==> src/pkg/conv_ctrl_pkg.sv <==
// register map, field layout, encodings and timing counts of the converter control block
// assumes a 32-bit classic wishbone slave port; each register index sits at byte address 4*index
package conv_ctrl_pkg;

	// ------------------------------------------------------------------
	// register indices and byte address width
	// ------------------------------------------------------------------
	localparam logic [7:0]  IDX_RESULT_LOW   = 8'h78;
	localparam logic [7:0]  IDX_RESULT_HIGH  = 8'h79;
	localparam logic [7:0]  IDX_CTRL_STATUS  = 8'h7a;
	localparam logic [7:0]  IDX_TRIG_SELECT  = 8'h7b;
	localparam logic [7:0]  IDX_REF_CHAN     = 8'h7c;
	localparam int          ADR_W            = 10;

	// ------------------------------------------------------------------
	// field positions
	// ------------------------------------------------------------------
	localparam int          REF_SEL_HI       = 7;
	localparam int          REF_SEL_LO       = 6;
	localparam int          LEFT_ADJ_BIT     = 5;
	localparam int          CHAN_HI          = 3;
	localparam int          CHAN_LO          = 0;
	localparam int          ENABLE_BIT       = 7;
	localparam int          START_BIT        = 6;
	localparam int          AUTO_TRIG_BIT    = 5;
	localparam int          DONE_FLAG_BIT    = 4;
	localparam int          IRQ_EN_BIT       = 3;
	localparam int          DIV_HI           = 2;
	localparam int          DIV_LO           = 0;
	localparam int          TRIG_HI          = 2;
	localparam int          TRIG_LO          = 0;

	// ------------------------------------------------------------------
	// reset values and encodings
	// ------------------------------------------------------------------
	localparam logic [7:0]  REG_RESET        = 8'h00;
	localparam logic [1:0]  REF_EXT_PIN      = 2'h0;
	localparam logic [1:0]  REF_SUPPLY       = 2'h1;
	localparam logic [1:0]  REF_INTERNAL     = 2'h3;
	localparam logic [3:0]  CHAN_LAST_INPUT  = 4'h7;
	localparam logic [3:0]  CHAN_BANDGAP     = 4'he;
	localparam logic [3:0]  CHAN_GROUND      = 4'hf;
	localparam int          NUM_INPUTS       = 8;
	localparam logic [2:0]  TRIG_FREE_RUN    = 3'h0;
	localparam logic [2:0]  DIV_MIN_SHIFT    = 3'h1;
	localparam int          RESULT_W         = 10;

	// ------------------------------------------------------------------
	// conversion lengths in converter clock cycles
	// ------------------------------------------------------------------
	localparam logic [4:0]  FIRST_CONV_CYC   = 5'd25;
	localparam logic [4:0]  NORMAL_CONV_CYC  = 5'd13;

	typedef enum logic [1:0] {
		ST_IDLE = 2'b01,
		ST_BUSY = 2'b10
	} conv_state_t;

endpackage

==> src/rtl/conv_ctrl.sv <==
// control and status registers of a 10-bit converter: bus slave, prescaler, conversion sequencer
// assumes the analog core samples on o_conv_start and holds i_conversion_result valid when a
// conversion ends; trigger sources and global interrupt enable are synchronous to i_core_clk
`timescale 1ns/100ps

module conv_ctrl
	import conv_ctrl_pkg::*;
(
	input  wire logic                  i_core_clk,
	input  wire logic                  i_rstn,
	input  wire logic                  i_wb_cyc,
	input  wire logic                  i_wb_stb,
	input  wire logic                  i_wb_we,
	input  wire logic [ADR_W-1:0]      i_wb_adr,
	input  wire logic [3:0]            i_wb_sel,
	input  wire logic [31:0]           i_wb_dat,
	output logic      [31:0]           o_wb_dat,
	output logic                       o_wb_ack,
	input  wire logic [RESULT_W-1:0]   i_conversion_result,
	input  wire logic [7:0]            i_trigger_sources,
	input  wire logic                  i_global_irq_enable,
	input  wire logic                  i_irq_vector_ack,
	output logic                       o_converter_enable,
	output logic                       o_converter_clk,
	output logic                       o_conv_start,
	output logic                       o_conv_busy,
	output logic      [1:0]            o_reference_select,
	output logic      [3:0]            o_input_channel_select,
	output logic      [2:0]            o_ref_route,
	output logic      [NUM_INPUTS-1:0] o_input_route,
	output logic                       o_bandgap_route,
	output logic                       o_ground_route,
	output logic                       o_conv_done_irq
);

	// ------------------------------------------------------------------
	// state
	// ------------------------------------------------------------------
	typedef struct packed {
		conv_state_t              state;
		logic                     wb_ack;
		logic [7:0]               rd_data;
		logic [1:0]               reference_select;
		logic                     left_adjust_result;
		logic [3:0]               input_channel_select;
		logic                     converter_enable;
		logic                     auto_trigger_enable;
		logic                     conversion_done_flag;
		logic                     conversion_done_irq_enable;
		logic [2:0]               clock_divider_select;
		logic [2:0]               trigger_source_select;
		logic [1:0]               act_ref;
		logic [3:0]               act_chan;
		logic [2:0]               ref_route;
		logic [NUM_INPUTS-1:0]    input_route;
		logic                     bandgap_route;
		logic                     ground_route;
		logic                     initialized;
		logic [6:0]               presc_cnt;
		logic                     conv_clk;
		logic [4:0]               conv_cnt;
		logic                     start_pulse;
		logic [RESULT_W-1:0]      conversion_result;
		logic                     lock;
		logic                     trig_prev;
		logic                     irq;
	} conv_st_t;

	localparam conv_st_t ST_RESET = '{state: ST_IDLE, default: '0};

	conv_st_t    st_r;
	conv_st_t    st_nxt;
	logic        take;
	logic        wr;
	logic        rd;
	logic [7:0]  idx;
	logic [7:0]  wdat;
	logic        start_req;
	logic        flag_clr;
	logic        trig_now;
	logic        trig_edge;
	logic        free_run;
	logic        tick;
	logic        begin_conv;
	logic        done_evt;
	logic [2:0]  shift;
	logic [6:0]  period_m1;
	logic [2:0]  clk_bit;
	logic [4:0]  last_cnt;
	logic [7:0]  rd_mux;

	// ------------------------------------------------------------------
	// next-state logic
	// ------------------------------------------------------------------
	always_comb begin
		st_nxt     = st_r;
		st_nxt.wb_ack      = 1'b0;
		st_nxt.start_pulse = 1'b0;
		start_req  = 1'b0;
		flag_clr   = 1'b0;
		done_evt   = 1'b0;
		begin_conv = 1'b0;
		idx        = i_wb_adr[ADR_W-1:2];
		wdat       = i_wb_dat[7:0];
		take       = i_wb_cyc & i_wb_stb & ~st_r.wb_ack;
		wr         = take & i_wb_we & i_wb_sel[0];
		rd         = take & ~i_wb_we;

		// read path: alignment follows the live bit, not the one at conversion time
		if (idx == IDX_RESULT_LOW) begin
			rd_mux = st_r.left_adjust_result ? {st_r.conversion_result[1:0], 6'h00}
			                                 : st_r.conversion_result[7:0];
		end else if (idx == IDX_RESULT_HIGH) begin
			rd_mux = st_r.left_adjust_result ? st_r.conversion_result[9:2]
			                                 : {6'h00, st_r.conversion_result[9:8]};
		end else if (idx == IDX_CTRL_STATUS) begin
			rd_mux = {st_r.converter_enable, (st_r.state == ST_BUSY), st_r.auto_trigger_enable,
			          st_r.conversion_done_flag, st_r.conversion_done_irq_enable, st_r.clock_divider_select};
		end else if (idx == IDX_TRIG_SELECT) begin
			rd_mux = {5'h00, st_r.trigger_source_select};
		end else if (idx == IDX_REF_CHAN) begin
			rd_mux = {st_r.reference_select, st_r.left_adjust_result, 1'b0,
			          st_r.input_channel_select};
		end else begin
			rd_mux = 8'h00;
		end
		st_nxt.wb_ack  = take;
		st_nxt.rd_data = rd ? rd_mux : 8'h00;

		// low byte read freezes the result pair until the high byte is read
		if (rd && idx == IDX_RESULT_LOW) begin
			st_nxt.lock = 1'b1;
		end else if (rd && idx == IDX_RESULT_HIGH) begin
			st_nxt.lock = 1'b0;
		end

		// write path
		if (wr && idx == IDX_REF_CHAN) begin
			st_nxt.reference_select     = wdat[REF_SEL_HI:REF_SEL_LO];
			st_nxt.left_adjust_result   = wdat[LEFT_ADJ_BIT];
			st_nxt.input_channel_select = wdat[CHAN_HI:CHAN_LO];
		end else if (wr && idx == IDX_CTRL_STATUS) begin
			st_nxt.converter_enable           = wdat[ENABLE_BIT];
			st_nxt.auto_trigger_enable        = wdat[AUTO_TRIG_BIT];
			st_nxt.conversion_done_irq_enable = wdat[IRQ_EN_BIT];
			st_nxt.clock_divider_select       = wdat[DIV_HI:DIV_LO];
			start_req = wdat[START_BIT];
			flag_clr  = wdat[DONE_FLAG_BIT];
		end else if (wr && idx == IDX_TRIG_SELECT) begin
			st_nxt.trigger_source_select = wdat[TRIG_HI:TRIG_LO];
		end

		// trigger edge of the selected source; source zero is held low so selecting it makes no edge
		trig_now  = (st_r.trigger_source_select == TRIG_FREE_RUN) ? 1'b0
		            : i_trigger_sources[st_r.trigger_source_select];
		st_nxt.trig_prev = trig_now;
		trig_edge = st_r.auto_trigger_enable & trig_now & ~st_r.trig_prev;
		free_run  = st_r.auto_trigger_enable && (st_r.trigger_source_select == TRIG_FREE_RUN);

		// prescaler: period is 2^shift system cycles, codes 0 and 1 both give 2
		shift     = (st_r.clock_divider_select < 3'h2) ? DIV_MIN_SHIFT : st_r.clock_divider_select;
		period_m1 = 7'((8'h01 << shift) - 8'h01);
		clk_bit   = shift - 3'h1;
		tick      = st_r.converter_enable && (st_r.presc_cnt == period_m1);
		if (!st_nxt.converter_enable) begin
			st_nxt.presc_cnt = 7'h00;
			st_nxt.conv_clk  = 1'b0;
		end else begin
			st_nxt.presc_cnt = tick ? 7'h00 : 7'(st_r.presc_cnt + 7'h01);
			st_nxt.conv_clk  = st_nxt.presc_cnt[clk_bit];
		end

		// conversion sequencer
		last_cnt   = st_r.initialized ? 5'(NORMAL_CONV_CYC - 5'd1) : 5'(FIRST_CONV_CYC - 5'd1);
		begin_conv = st_nxt.converter_enable && (start_req || trig_edge);
		case (st_r.state)
			ST_IDLE: begin
				st_nxt.act_ref  = st_nxt.reference_select;
				st_nxt.act_chan = st_nxt.input_channel_select;
				if (begin_conv) begin
					st_nxt.state       = ST_BUSY;
					st_nxt.conv_cnt    = 5'd0;
					st_nxt.start_pulse = 1'b1;
				end
			end
			ST_BUSY: begin
				if (!st_nxt.converter_enable) begin
					st_nxt.state = ST_IDLE;
				end else if (tick && st_r.conv_cnt == last_cnt) begin
					done_evt           = 1'b1;
					st_nxt.initialized = 1'b1;
					// a low byte read taken at this very edge must block the update as well
					if (!st_nxt.lock) begin
						st_nxt.conversion_result = i_conversion_result;
					end
					st_nxt.act_ref  = st_nxt.reference_select;
					st_nxt.act_chan = st_nxt.input_channel_select;
					if (free_run) begin
						st_nxt.conv_cnt    = 5'd0;
						st_nxt.start_pulse = 1'b1;
					end else begin
						st_nxt.state = ST_IDLE;
					end
				end else if (tick) begin
					st_nxt.conv_cnt = 5'(st_r.conv_cnt + 5'd1);
				end
			end
			default: begin
				st_nxt.state = ST_IDLE;
			end
		endcase
		if (!st_nxt.converter_enable) begin
			st_nxt.initialized = 1'b0;
		end

		// done flag: a completion in the same cycle as a clear keeps the flag set
		if (done_evt) begin
			st_nxt.conversion_done_flag = 1'b1;
		end else if (flag_clr || i_irq_vector_ack) begin
			st_nxt.conversion_done_flag = 1'b0;
		end
		st_nxt.irq = st_nxt.conversion_done_flag & st_nxt.conversion_done_irq_enable
		             & i_global_irq_enable;

		// analog routing decode of the applied selections
		st_nxt.ref_route[0] = (st_nxt.act_ref == REF_EXT_PIN);
		st_nxt.ref_route[1] = (st_nxt.act_ref == REF_SUPPLY);
		st_nxt.ref_route[2] = (st_nxt.act_ref == REF_INTERNAL);
		for (int k = 0; k < NUM_INPUTS; k++) begin
			st_nxt.input_route[k] = (st_nxt.act_chan == 4'(k));
		end
		st_nxt.bandgap_route = (st_nxt.act_chan == CHAN_BANDGAP);
		st_nxt.ground_route  = (st_nxt.act_chan == CHAN_GROUND);
	end

	always_ff @(posedge i_core_clk or negedge i_rstn) begin
		if (!i_rstn) begin
			st_r <= ST_RESET;
		end else begin
			st_r <= st_nxt;
		end
	end

	// ------------------------------------------------------------------
	// outputs
	// ------------------------------------------------------------------
	assign o_wb_ack               = st_r.wb_ack;
	assign o_wb_dat               = {24'h000000, st_r.rd_data};
	assign o_converter_enable     = st_r.converter_enable;
	assign o_converter_clk        = st_r.conv_clk;
	assign o_conv_start           = st_r.start_pulse;
	assign o_conv_busy            = (st_r.state == ST_BUSY);
	assign o_reference_select     = st_r.act_ref;
	assign o_input_channel_select = st_r.act_chan;
	assign o_ref_route            = st_r.ref_route;
	assign o_input_route          = st_r.input_route;
	assign o_bandgap_route        = st_r.bandgap_route;
	assign o_ground_route         = st_r.ground_route;
	assign o_conv_done_irq        = st_r.irq;
endmodule // conv_ctrl

==> config.mk <==
export PLATFORM = sky130hd
export DESIGN_NAME = conv_ctrl
export DESIGN_NICKNAME = d
export VERILOG_FILES = /design/src/pkg/conv_ctrl_pkg.sv /design/src/rtl/conv_ctrl.sv
export SDC_FILE = /design/constraint.sdc
export NUM_CORES = 1
export LEC_CHECK = 0
export BUFFER_PORTS_ARGS = -buffer_cell sky130_fd_sc_hd__buf_2
export CORE_ASPECT_RATIO = 1.25
export CORE_MARGIN = 2
export CORE_UTILIZATION = 47
export CTS_CLUSTER_DIAMETER = 150
export CTS_CLUSTER_SIZE = 14
export DETAILED_ROUTE_END_ITERATION = 8
export PLACE_DENSITY = 0.82
export SYNTH_ARGS = -nofsm -noshare
export SYNTH_HDL_FRONTEND = slang
export SYNTH_SLANG_ARGS = --single-unit
==> constraint.sdc <==
create_clock -name i_core_clk -period 3.42 [get_ports i_core_clk]
set_clock_uncertainty 0.15 [all_clocks]
set_input_delay 0.513 -clock i_core_clk [delete_from_list [all_inputs] [get_ports i_core_clk]]
set_output_delay 0.513 -clock i_core_clk [all_outputs]
set_load 0.02 [all_outputs]
==> out/qor.csv, run 1 <==
stage;metric;value;unit
layout;antenna diode count;0;
floorplan;Die Outline Area;9861;um2
pwr;power density over the cells;343.9;nW/um2
clock_tree;CTS root buf;clkbuf_8;
pwr;Total Power Consumption;1.620;mW
grt;pin count of the biggest net entering global routing;40;
synthesis;area of the mapped netlist;4267;um2
timing;unrepaired setup endpoints after global routing;no;
place;number of buffer cells added on primary ports;73;
pwr;leak pwr;2.353;nW
grt;GRT Total Usage;18.94;%
clock_tree;clock latency reported for the late side of the worst-skew pair;0.35;ns
timing;final cycle utilization of the critical path;95.01;%
floorplan;Die Y;110.5;um
detailed_routing;routed wire length;9.210;mm
layout;synth-to-layout area growth;10.41;%
floorplan;DIE WIDTH;89.22;um
timing;Slew Limit Fails;0;
timing;Final Critical Period;3.249;ns
layout;layout cell share with drive strength beyond 1;28.03;%
detailed_routing;drt wl/cell;15.40;um
place;total half-perimeter wirelength after legalization and detailed placement;7.041;mm
pwr;Max IR drop VDD;0.0002115;V
place;Cell Area, Placed;4494;um2
place;GPL Wtd Cong;0.8632;
detailed_routing;ANT nets after route;0;
detailed_routing;via total after detailed routing;3187;
grt;number of antenna violations at the first check in global routing;0;
floorplan;row count;38;
clock_tree;H-tree levels;3;
clock_tree;clock net sink count;75;
detailed_routing;wire length on met3;488;um
clock_tree;post-CTS clock slew at the launch and capture registers of the worst setup and hold paths;0.08;ns
worst_setup_path;Max FO, Critical Path;7;
synthesis;yosys warns;0;
grt;final global-route overflow total;0;
detailed_routing;Vias per Instance;5.329;
synthesis;number of synthesized flops with an enable pin;0;
detailed_routing;Met1 Routed Length;3.637;mm
detailed_routing;total DRC errors in the routed layout;0;
detailed_routing;Iteration-0 DRC Markers;181;
clock_tree;TritonCTS clock tree;done;
synthesis;share of flip-flops with an asynchronous set or reset after synthesis;100.0;%
worst_setup_path;category of the most critical setup path;register to register;
detailed_routing;Top Layer Used;met4;
layout;total non-filler cell area in the finished layout;4711;um2
layout;fin nets;552;
grt;number of global-route vias before repair;3044;
worst_setup_path;list of cells traversed by the critical path;o21bai_1 > inv_1 > ha_1 > nand2b_1 > a2111oi_4 > o22ai_2 > o41a_1 > nor4_1 > nor3_2 > nor3_1;
timing;worst-margin pin slew;0.8580;ns
worst_setup_path;nature of the critical path startpoint;register;
timing;relative max-transition margin;42.80;%
timing;Final Setup Violations;0;
synthesis;synthesized instance count;419;
synthesis;number of different library cells in the post-synthesis netlist;73;
worst_setup_path;critical path's slowest cell;o41a_1;
clock_tree;buffers from clock root to sink, at most;2;
timing;TNS Setup;0;ns
worst_hold_path;worst hold path type;input pin to asynchronous set/reset pin;
timing;Worst Hold Slack;0.1276;ns
synthesis;post-synthesis register bit count;75;
floorplan;initial standard-cell utilization of the core;48.77;%
worst_setup_path;CP required;3.53;ns
worst_setup_path;Setup crit end kind;register;
synthesis;average instance area after synthesis;10.18;um2
synthesis;Most used DFF post-synth;dfrtp_1;
floorplan;Top Ports;128;
outcome;outcome;finished, final reports clean;
timing;highest achievable clock rate;307.8;MHz
grt;wire length of the first global-routing pass;14.46;mm
detailed_routing;total met2 wirelength after detailed routing;4.809;mm
worst_setup_path;CP Data Arrival Time;3.36;ns
detailed_routing;first-pass iteration count of the detailed router;5;
clock_tree;number of buffers inserted during clock tree synthesis;9;
flow_run;count of max-cap constraint violations;0;
floorplan;core box area;8748;um2
timing;Fin. Hold Viols;0;
worst_setup_path;largest incremental delay on the critical path;0.55;ns
synthesis;sequential fraction of the synthesis area;44.02;%
clock_tree;cts-stage hold buffer count;0;
-- kinds of logic (layout without fill, tap and decap cells) --
kind of cell / count (synthesis) / in the layout / synth area share, %
multiplexers: 32 / 32 / 8.710
AO/OA/AOI/OAI: 73 / 73 / 13.14
XOR/XNOR: 11 / 11 / 2.258
buffers and inverters: 85 / 121 / 12.49
flip-flops: 75 / 75 / 44.02
AND/OR/NAND/NOR: 134 / 134 / 16.95
other: 1 / 24 / 0.08789
adder cells (fa/ha/maj): 8 / 8 / 2.346
-- cells in the mapped netlist, types with 9 or more instances --
| cell | number | area share, % |
|---|---|---|
| buf_4 | 50 | 8.8 |
| mux2i_1 | 9 | 2.1 |
| mux2_2 | 21 | 5.5 |
| dfrtp_1 | 74 | 43 |
| nor3_1 | 24 | 2.8 |
| nand2_1 | 20 | 1.8 |
| o21ai_0 | 14 | 1.6 |
| inv_1 | 20 | 1.8 |
| nand2b_1 | 9 | 1.3 |
| a21oi_1 | 10 | 1.2 |
| nor2_1 | 31 | 2.7 |
-- worst paths after layout --
check / slack [ns] / from / endpoint / cells after the start
hold reg to reg: 0.37 / st_r[18] / st_r[18] / 2
max in group asynchronous: 2.25 / i_rstn / st_r[73] / 2
hold / removal: 0.13 / i_rstn / st_r[11] / 1
setup reg to reg: 0.17 / st_r[51] / o_input_route[4] / 10
setup / recovery: 0.17 / st_r[51] / o_input_route[4] / 10
min in group i_core_clk: 0.24 / i_global_irq_enable / o_conv_done_irq / 2
-- repair_timing --
| action | in CTS | in global routing |
|---|---|---|
| resized for setup | 0 | 3 |
| buffers inserted | 0 | 1 |
| endpoints found under the setup margin | 0 | 18 |
-- routing by layer --
| metal | up-vias | GRT usage [%] |
|---|---|---|
| met2 | 108 | 31.01 |
| li1 | 1509 | - |
| met5 | - | 0 |
| met3 | 19 | 3.961 |
| met1 | 1551 | 23.34 |
| met4 | 0 | 8.856 |
-- worst max-delay path, delay by kind of cell (launching register included) --
| family | cells | cell delay (ns) |
|---|---|---|
| fa+ha+maj | 1 | 0.25 |
| simple gates | 4 | 0.90 |
| buf+inv | 1 | 0.10 |
| flops | 1 | 0.38 |
| compound gates | 4 | 1.37 |
-- flip-flops by register name, indices dropped and copies added (netlist names) --
name / count
o_bandgap_route: 1
o_conv_done_irq: 1
o_conv_start: 1
o_converter_clk: 1
o_converter_enable: 1
o_ground_route: 1
o_input_channel_select: 4
o_input_route: 8
o_ref_route: 3
o_reference_select: 2
o_wb_ack: 1
o_wb_dat: 8
st_r: 43
-- layout make-up --
| cell class | instances | area, um2 |
|---|---|---|
| clock buffers | 14 | 162.7 |
| flip-flops and latches | 75 | 1878 |
| multi-input cells | 282 | 1966 |
| fillers | 798 | 4038 |
| clock inverters | 2 | 10.01 |
| inverters | 23 | 86.33 |
| well taps | 120 | 150.1 |
| repair buffers | 82 | 457.9 |
-- cells in the final DEF (no fill, tap or decap), drive strengths merged, types with 3 or more instances in the layout --
master and n:
buf 82, nor2b 5, conb 24, nand2 21, nand3 8, clkbuf 14, o21ai 16, inv 23
or2 3, nor2 32, dfrtp 74, mux2i 10, a21oi 11, and3 7, mux2 21, nand2b 9
o211ai 3, a211oi 8, nor3 24, ha 8, xor2 8, and2 6, o31ai 3, xnor2 3
a22o 5, o22ai 3, o41ai 3
-- power breakdown --
| group | internal, mW | switching (mW) |
|---|---|---|
| clock | 0.302 | 0.309 |
| combinational | 0.0367 | 0.0797 |
| sequential | 0.890 | 0.00291 |
-- stage by stage --
stage,setup WS [ns],std cells,utilization [%]
detailed placement,0.08769,581,51.37
floorplan,0.1671,442,-
finish,0.1706,598,53.85
CTS,0.06046,597,53.35
global placement,0.2460,581,51.37
global route,0.06230,598,53.85
Note: power is estimated with default switching activity, not from simulation.
==> inputs of run 2 (changes only) <==
--- a/config.mk
+++ b/config.mk
@@ -5,6 +5,7 @@
 export SDC_FILE = /design/constraint.sdc
 export NUM_CORES = 1
 export LEC_CHECK = 0
+export ABC_AREA = 1
 export BUFFER_PORTS_ARGS = -buffer_cell sky130_fd_sc_hd__buf_2
 export CORE_ASPECT_RATIO = 1.25
 export CORE_MARGIN = 2
==> out/qor.csv, run 2 <==
stage;metric;value;unit;change
timing;relative max-transition margin;57.89;%;+15 points
synthesis;sequential fraction of the synthesis area;43.82;%;-0.19 points
detailed_routing;ANT nets after route;0;;unchanged
synthesis;post-synthesis cell type with the largest combined area;dfrtp_1;;
clock_tree;post-CTS clock slew at the launch and capture registers of the worst setup and hold paths;0.08;ns;about the same
pwr;leak pwr;2.481;nW;+5.4%
layout;leading cell types in the layout, fill and taps excluded;nand2_1, buf_2, dfrtp_1;;
clock_tree;clock latency reported for the late side of the worst-skew pair;0.36;ns;about the same
timing;worst-margin pin slew;0.6317;ns;-0.2264 ns
clock_tree;H-tree levels;3;;unchanged
detailed_routing;drt wl/cell;13.51;um;-12%
layout;number of flip-flops under the largest register name;43;;unchanged
worst_setup_path;number of buffers and inverters on the critical path;1;;unchanged
flow_run;count of max-cap constraint violations;0;;unchanged
layout;layout cell share with drive strength beyond 1;21.28;%;-6.7 points
detailed_routing;total DRC errors in the routed layout;0;;unchanged
synthesis;Most used DFF post-synth;dfrtp_1;;
worst_setup_path;flop2flop setup slack;0.54;ns;+0.37 ns
synthesis;top cells by area in the synthesized netlist;dfrtp_1, nand2_1, buf_4;;
detailed_routing;via total after detailed routing;3601;;+13%
clock_tree;buffers from clock root to sink, at most;2;;unchanged
worst_setup_path;CP required;3.49;ns;-0.04 ns
worst_setup_path;reg-to-reg endpoint;st_r[5];;
grt;final global-route overflow total;0;;unchanged
grt;GRT Total Usage;20.47;%;+1.5 points
synthesis;share of flip-flops with an asynchronous set or reset after synthesis;100.0;%;unchanged
floorplan;DIE WIDTH;89.41;um;+0.21%
detailed_routing;Vias per Instance;5.058;;-5.1%
synthesis;average instance area after synthesis;8.070;um2;-21%
clock_tree;number of buffers inserted during clock tree synthesis;9;;unchanged
worst_setup_path;CP Data Arrival Time;2.95;ns;-0.41 ns
timing;highest achievable clock rate;347.6;MHz;+13%
synthesis;post-synthesis register bit count;75;;unchanged
clock_tree;CTS root buf;clkbuf_8;;
synthesis;area share of the largest cell type after synthesis;43.21;%;-0.19 points
timing;Slew Limit Fails;0;;unchanged
detailed_routing;routed wire length;9.618;mm;+4.4%
clock_tree;cts-stage hold buffer count;0;;unchanged
pwr;Max IR drop VDD;0.0006368;V;+200%
worst_setup_path;Setup crit end kind;register;;
outcome;outcome;finished, final reports clean;;
timing;Final Setup Violations;0;;unchanged
clock_tree;clock net sink count;75;;unchanged
layout;antenna diode count;0;;unchanged
layout;Final Util;53.78;%;-0.063 points
layout;Top reg by flops;st_r;;
clock_tree;TritonCTS clock tree;done;;
pwr;power density over the cells;551.3;nW/um2;+60%
place;GPL Wtd Cong;0.8891;;+3.0%
worst_setup_path;category of cells accounting for the largest share of critical-path delay;simple AND/OR/NAND/NOR gates;;
worst_setup_path;nature of the critical path startpoint;register;;
place;number of buffer cells added on primary ports;74;;+1.4%
grt;number of antenna violations at the first check in global routing;0;;unchanged
worst_setup_path;beginning of the worst register-to-register path;st_r[51];;
timing;Final Critical Period;2.877;ns;-0.3724 ns
floorplan;core box area;8796;um2;+0.54%
layout;synth-to-layout area growth;10.39;%;about the same
place;total half-perimeter wirelength after legalization and detailed placement;7.366;mm;+4.6%
synthesis;yosys warns;0;;unchanged
worst_setup_path;R2R cell count;12;;+2
timing;final cycle utilization of the critical path;84.12;%;-11 points
synthesis;dominant cell by count in the synthesized netlist;nand2_1;;
floorplan;Die Outline Area;9903;um2;+0.42%
synthesis;most common library cells after synthesis;nand2_1, dfrtp_1, inv_1;;
worst_setup_path;critical path depth;12;;+2
floorplan;row count;38;;unchanged
synthesis;area of the mapped netlist;4285;um2;+0.44%
clock_tree;postcts setup bufs;0;;unchanged
timing;TNS Setup;0;ns;unchanged
layout;fin nets;666;;+21%
floorplan;Die Y;110.8;um;+0.21%
worst_setup_path;largest incremental delay on the critical path;0.46;ns;-0.09 ns
detailed_routing;first-pass iteration count of the detailed router;5;;unchanged
synthesis;number of synthesized flops with an enable pin;0;;unchanged
worst_setup_path;crit path from;st_r[51];;
worst_setup_path;list of cells traversed by the critical path;nor2_1 > nor2_1 > buf_4 > ha_1 > nand2_1 > nand3_1 > or2_0 > nand2_2 > nand3_4 > nor2_2 > nand2_1 > mux2_2;;
worst_setup_path;critical path's slowest cell;dfrtp_1;;
synthesis;number of different library cells in the post-synthesis netlist;44;;-40%
detailed_routing;Iteration-0 DRC Markers;328;;+81%
clock_tree;PostCTS Resize Cnt;0;;unchanged
floorplan;initial standard-cell utilization of the core;48.72;%;-0.050 points
timing;unrepaired setup endpoints after global routing;no;;
grt;wire length of the first global-routing pass;15.89;mm;+9.9%
timing;Worst Hold Slack;0.0009130;ns;-0.1266 ns
synthesis;synthesized instance count;531;;+27%
timing;Fin. Hold Viols;0;;unchanged
layout;most common cell after layout, fill and taps aside;nand2_1;;
worst_setup_path;Max FO, Critical Path;12;;+5
floorplan;Top Ports;128;;unchanged
worst_setup_path;category of the most critical setup path;register to register;;
grt;pin count of the biggest net entering global routing;51;;+28%
worst_hold_path;worst hold path type;input pin to asynchronous set/reset pin;;
grt;number of global-route vias before repair;3502;;+15%
[run 2: cell types whose count changed after synthesis, moves of 9 or more]
| cell | change |
|---|---|
| o21ai_0 | +20 |
| nand3_1 | +24 |
| nor2_1 | +26 |
| inv_1 | +40 |
| nand2_1 | +90 |
| mux2_2 | -13 |
| nor3_1 | -17 |
| mux2i_1 | -9 |
| nand2b_1 | -9 |
| a21oi_1 | +11 |
[run 2: routing by layer]
metal  GRT usage (%)  wire (um)
met1           26.01       4036
met2           33.88       4817
met3           4.691        621
met4           6.667        142
met5               0          0
[run 2: kinds of logic after synthesis]
kind of cell	Yosys count	share of synthesized area, %
and+or+nand+nor	235	24.26
buffers and inverters	121	15.36
AOI/OAI and AO/OA	77	10.80
DFF	75	43.83
adders and majority gates	8	2.336
muxes	8	2.102
xor gates and xnor gates	6	1.226
other	1	0.08751
[run 2: layout make-up]
class,instances,area [um2]
repair buffers,79,407.9
flip-flops and latches,75,1878
clock buffers,11,141.4
multi-input cells,358,1836
fillers,823,4065
clock inverters,5,77.57
inverters,64,240.2
well taps,120,150.1
[run 2: worst register-to-register path: cells and delay by family (launching register included)]
family        cells  cell delay, ns
buf+inv           1            0.16
fa+ha+maj         1            0.25
simple gates      9            1.34
mux               1            0.39
flops             1            0.46
[run 2: stage by stage]
stage	area, um2	worst slack [ns]	total power, mW	cells
global placement	4512	0.6443	1.842	696
floorplan	4372	0.7797	1.744	554
global route	4731	0.2511	2.785	712
detailed placement	4512	0.5814	1.868	696
CTS	4731	0.5375	2.627	712
finish	4731	0.5430	2.608	712
[run 2: how the worst max path moves through the flow]
stage               end  slack (ns)
2_1_floorplan  st_r[10]        0.78
5_1_grt        st_r[17]        0.25
3_3_place_gp    st_r[3]        0.64
3_5_place_dp    st_r[5]        0.58
4_1_cts         st_r[5]        0.54
6_report        st_r[5]        0.54
[run 2: power breakdown]
group / switching (mW) / total (mW) / internal (mW)
Sequential: 0.0398 / 1.02 / 0.983
Combinational: 0.587 / 0.832 / 0.245
Clock: 0.325 / 0.754 / 0.429
Total: 0.952 / 2.61 / 1.66
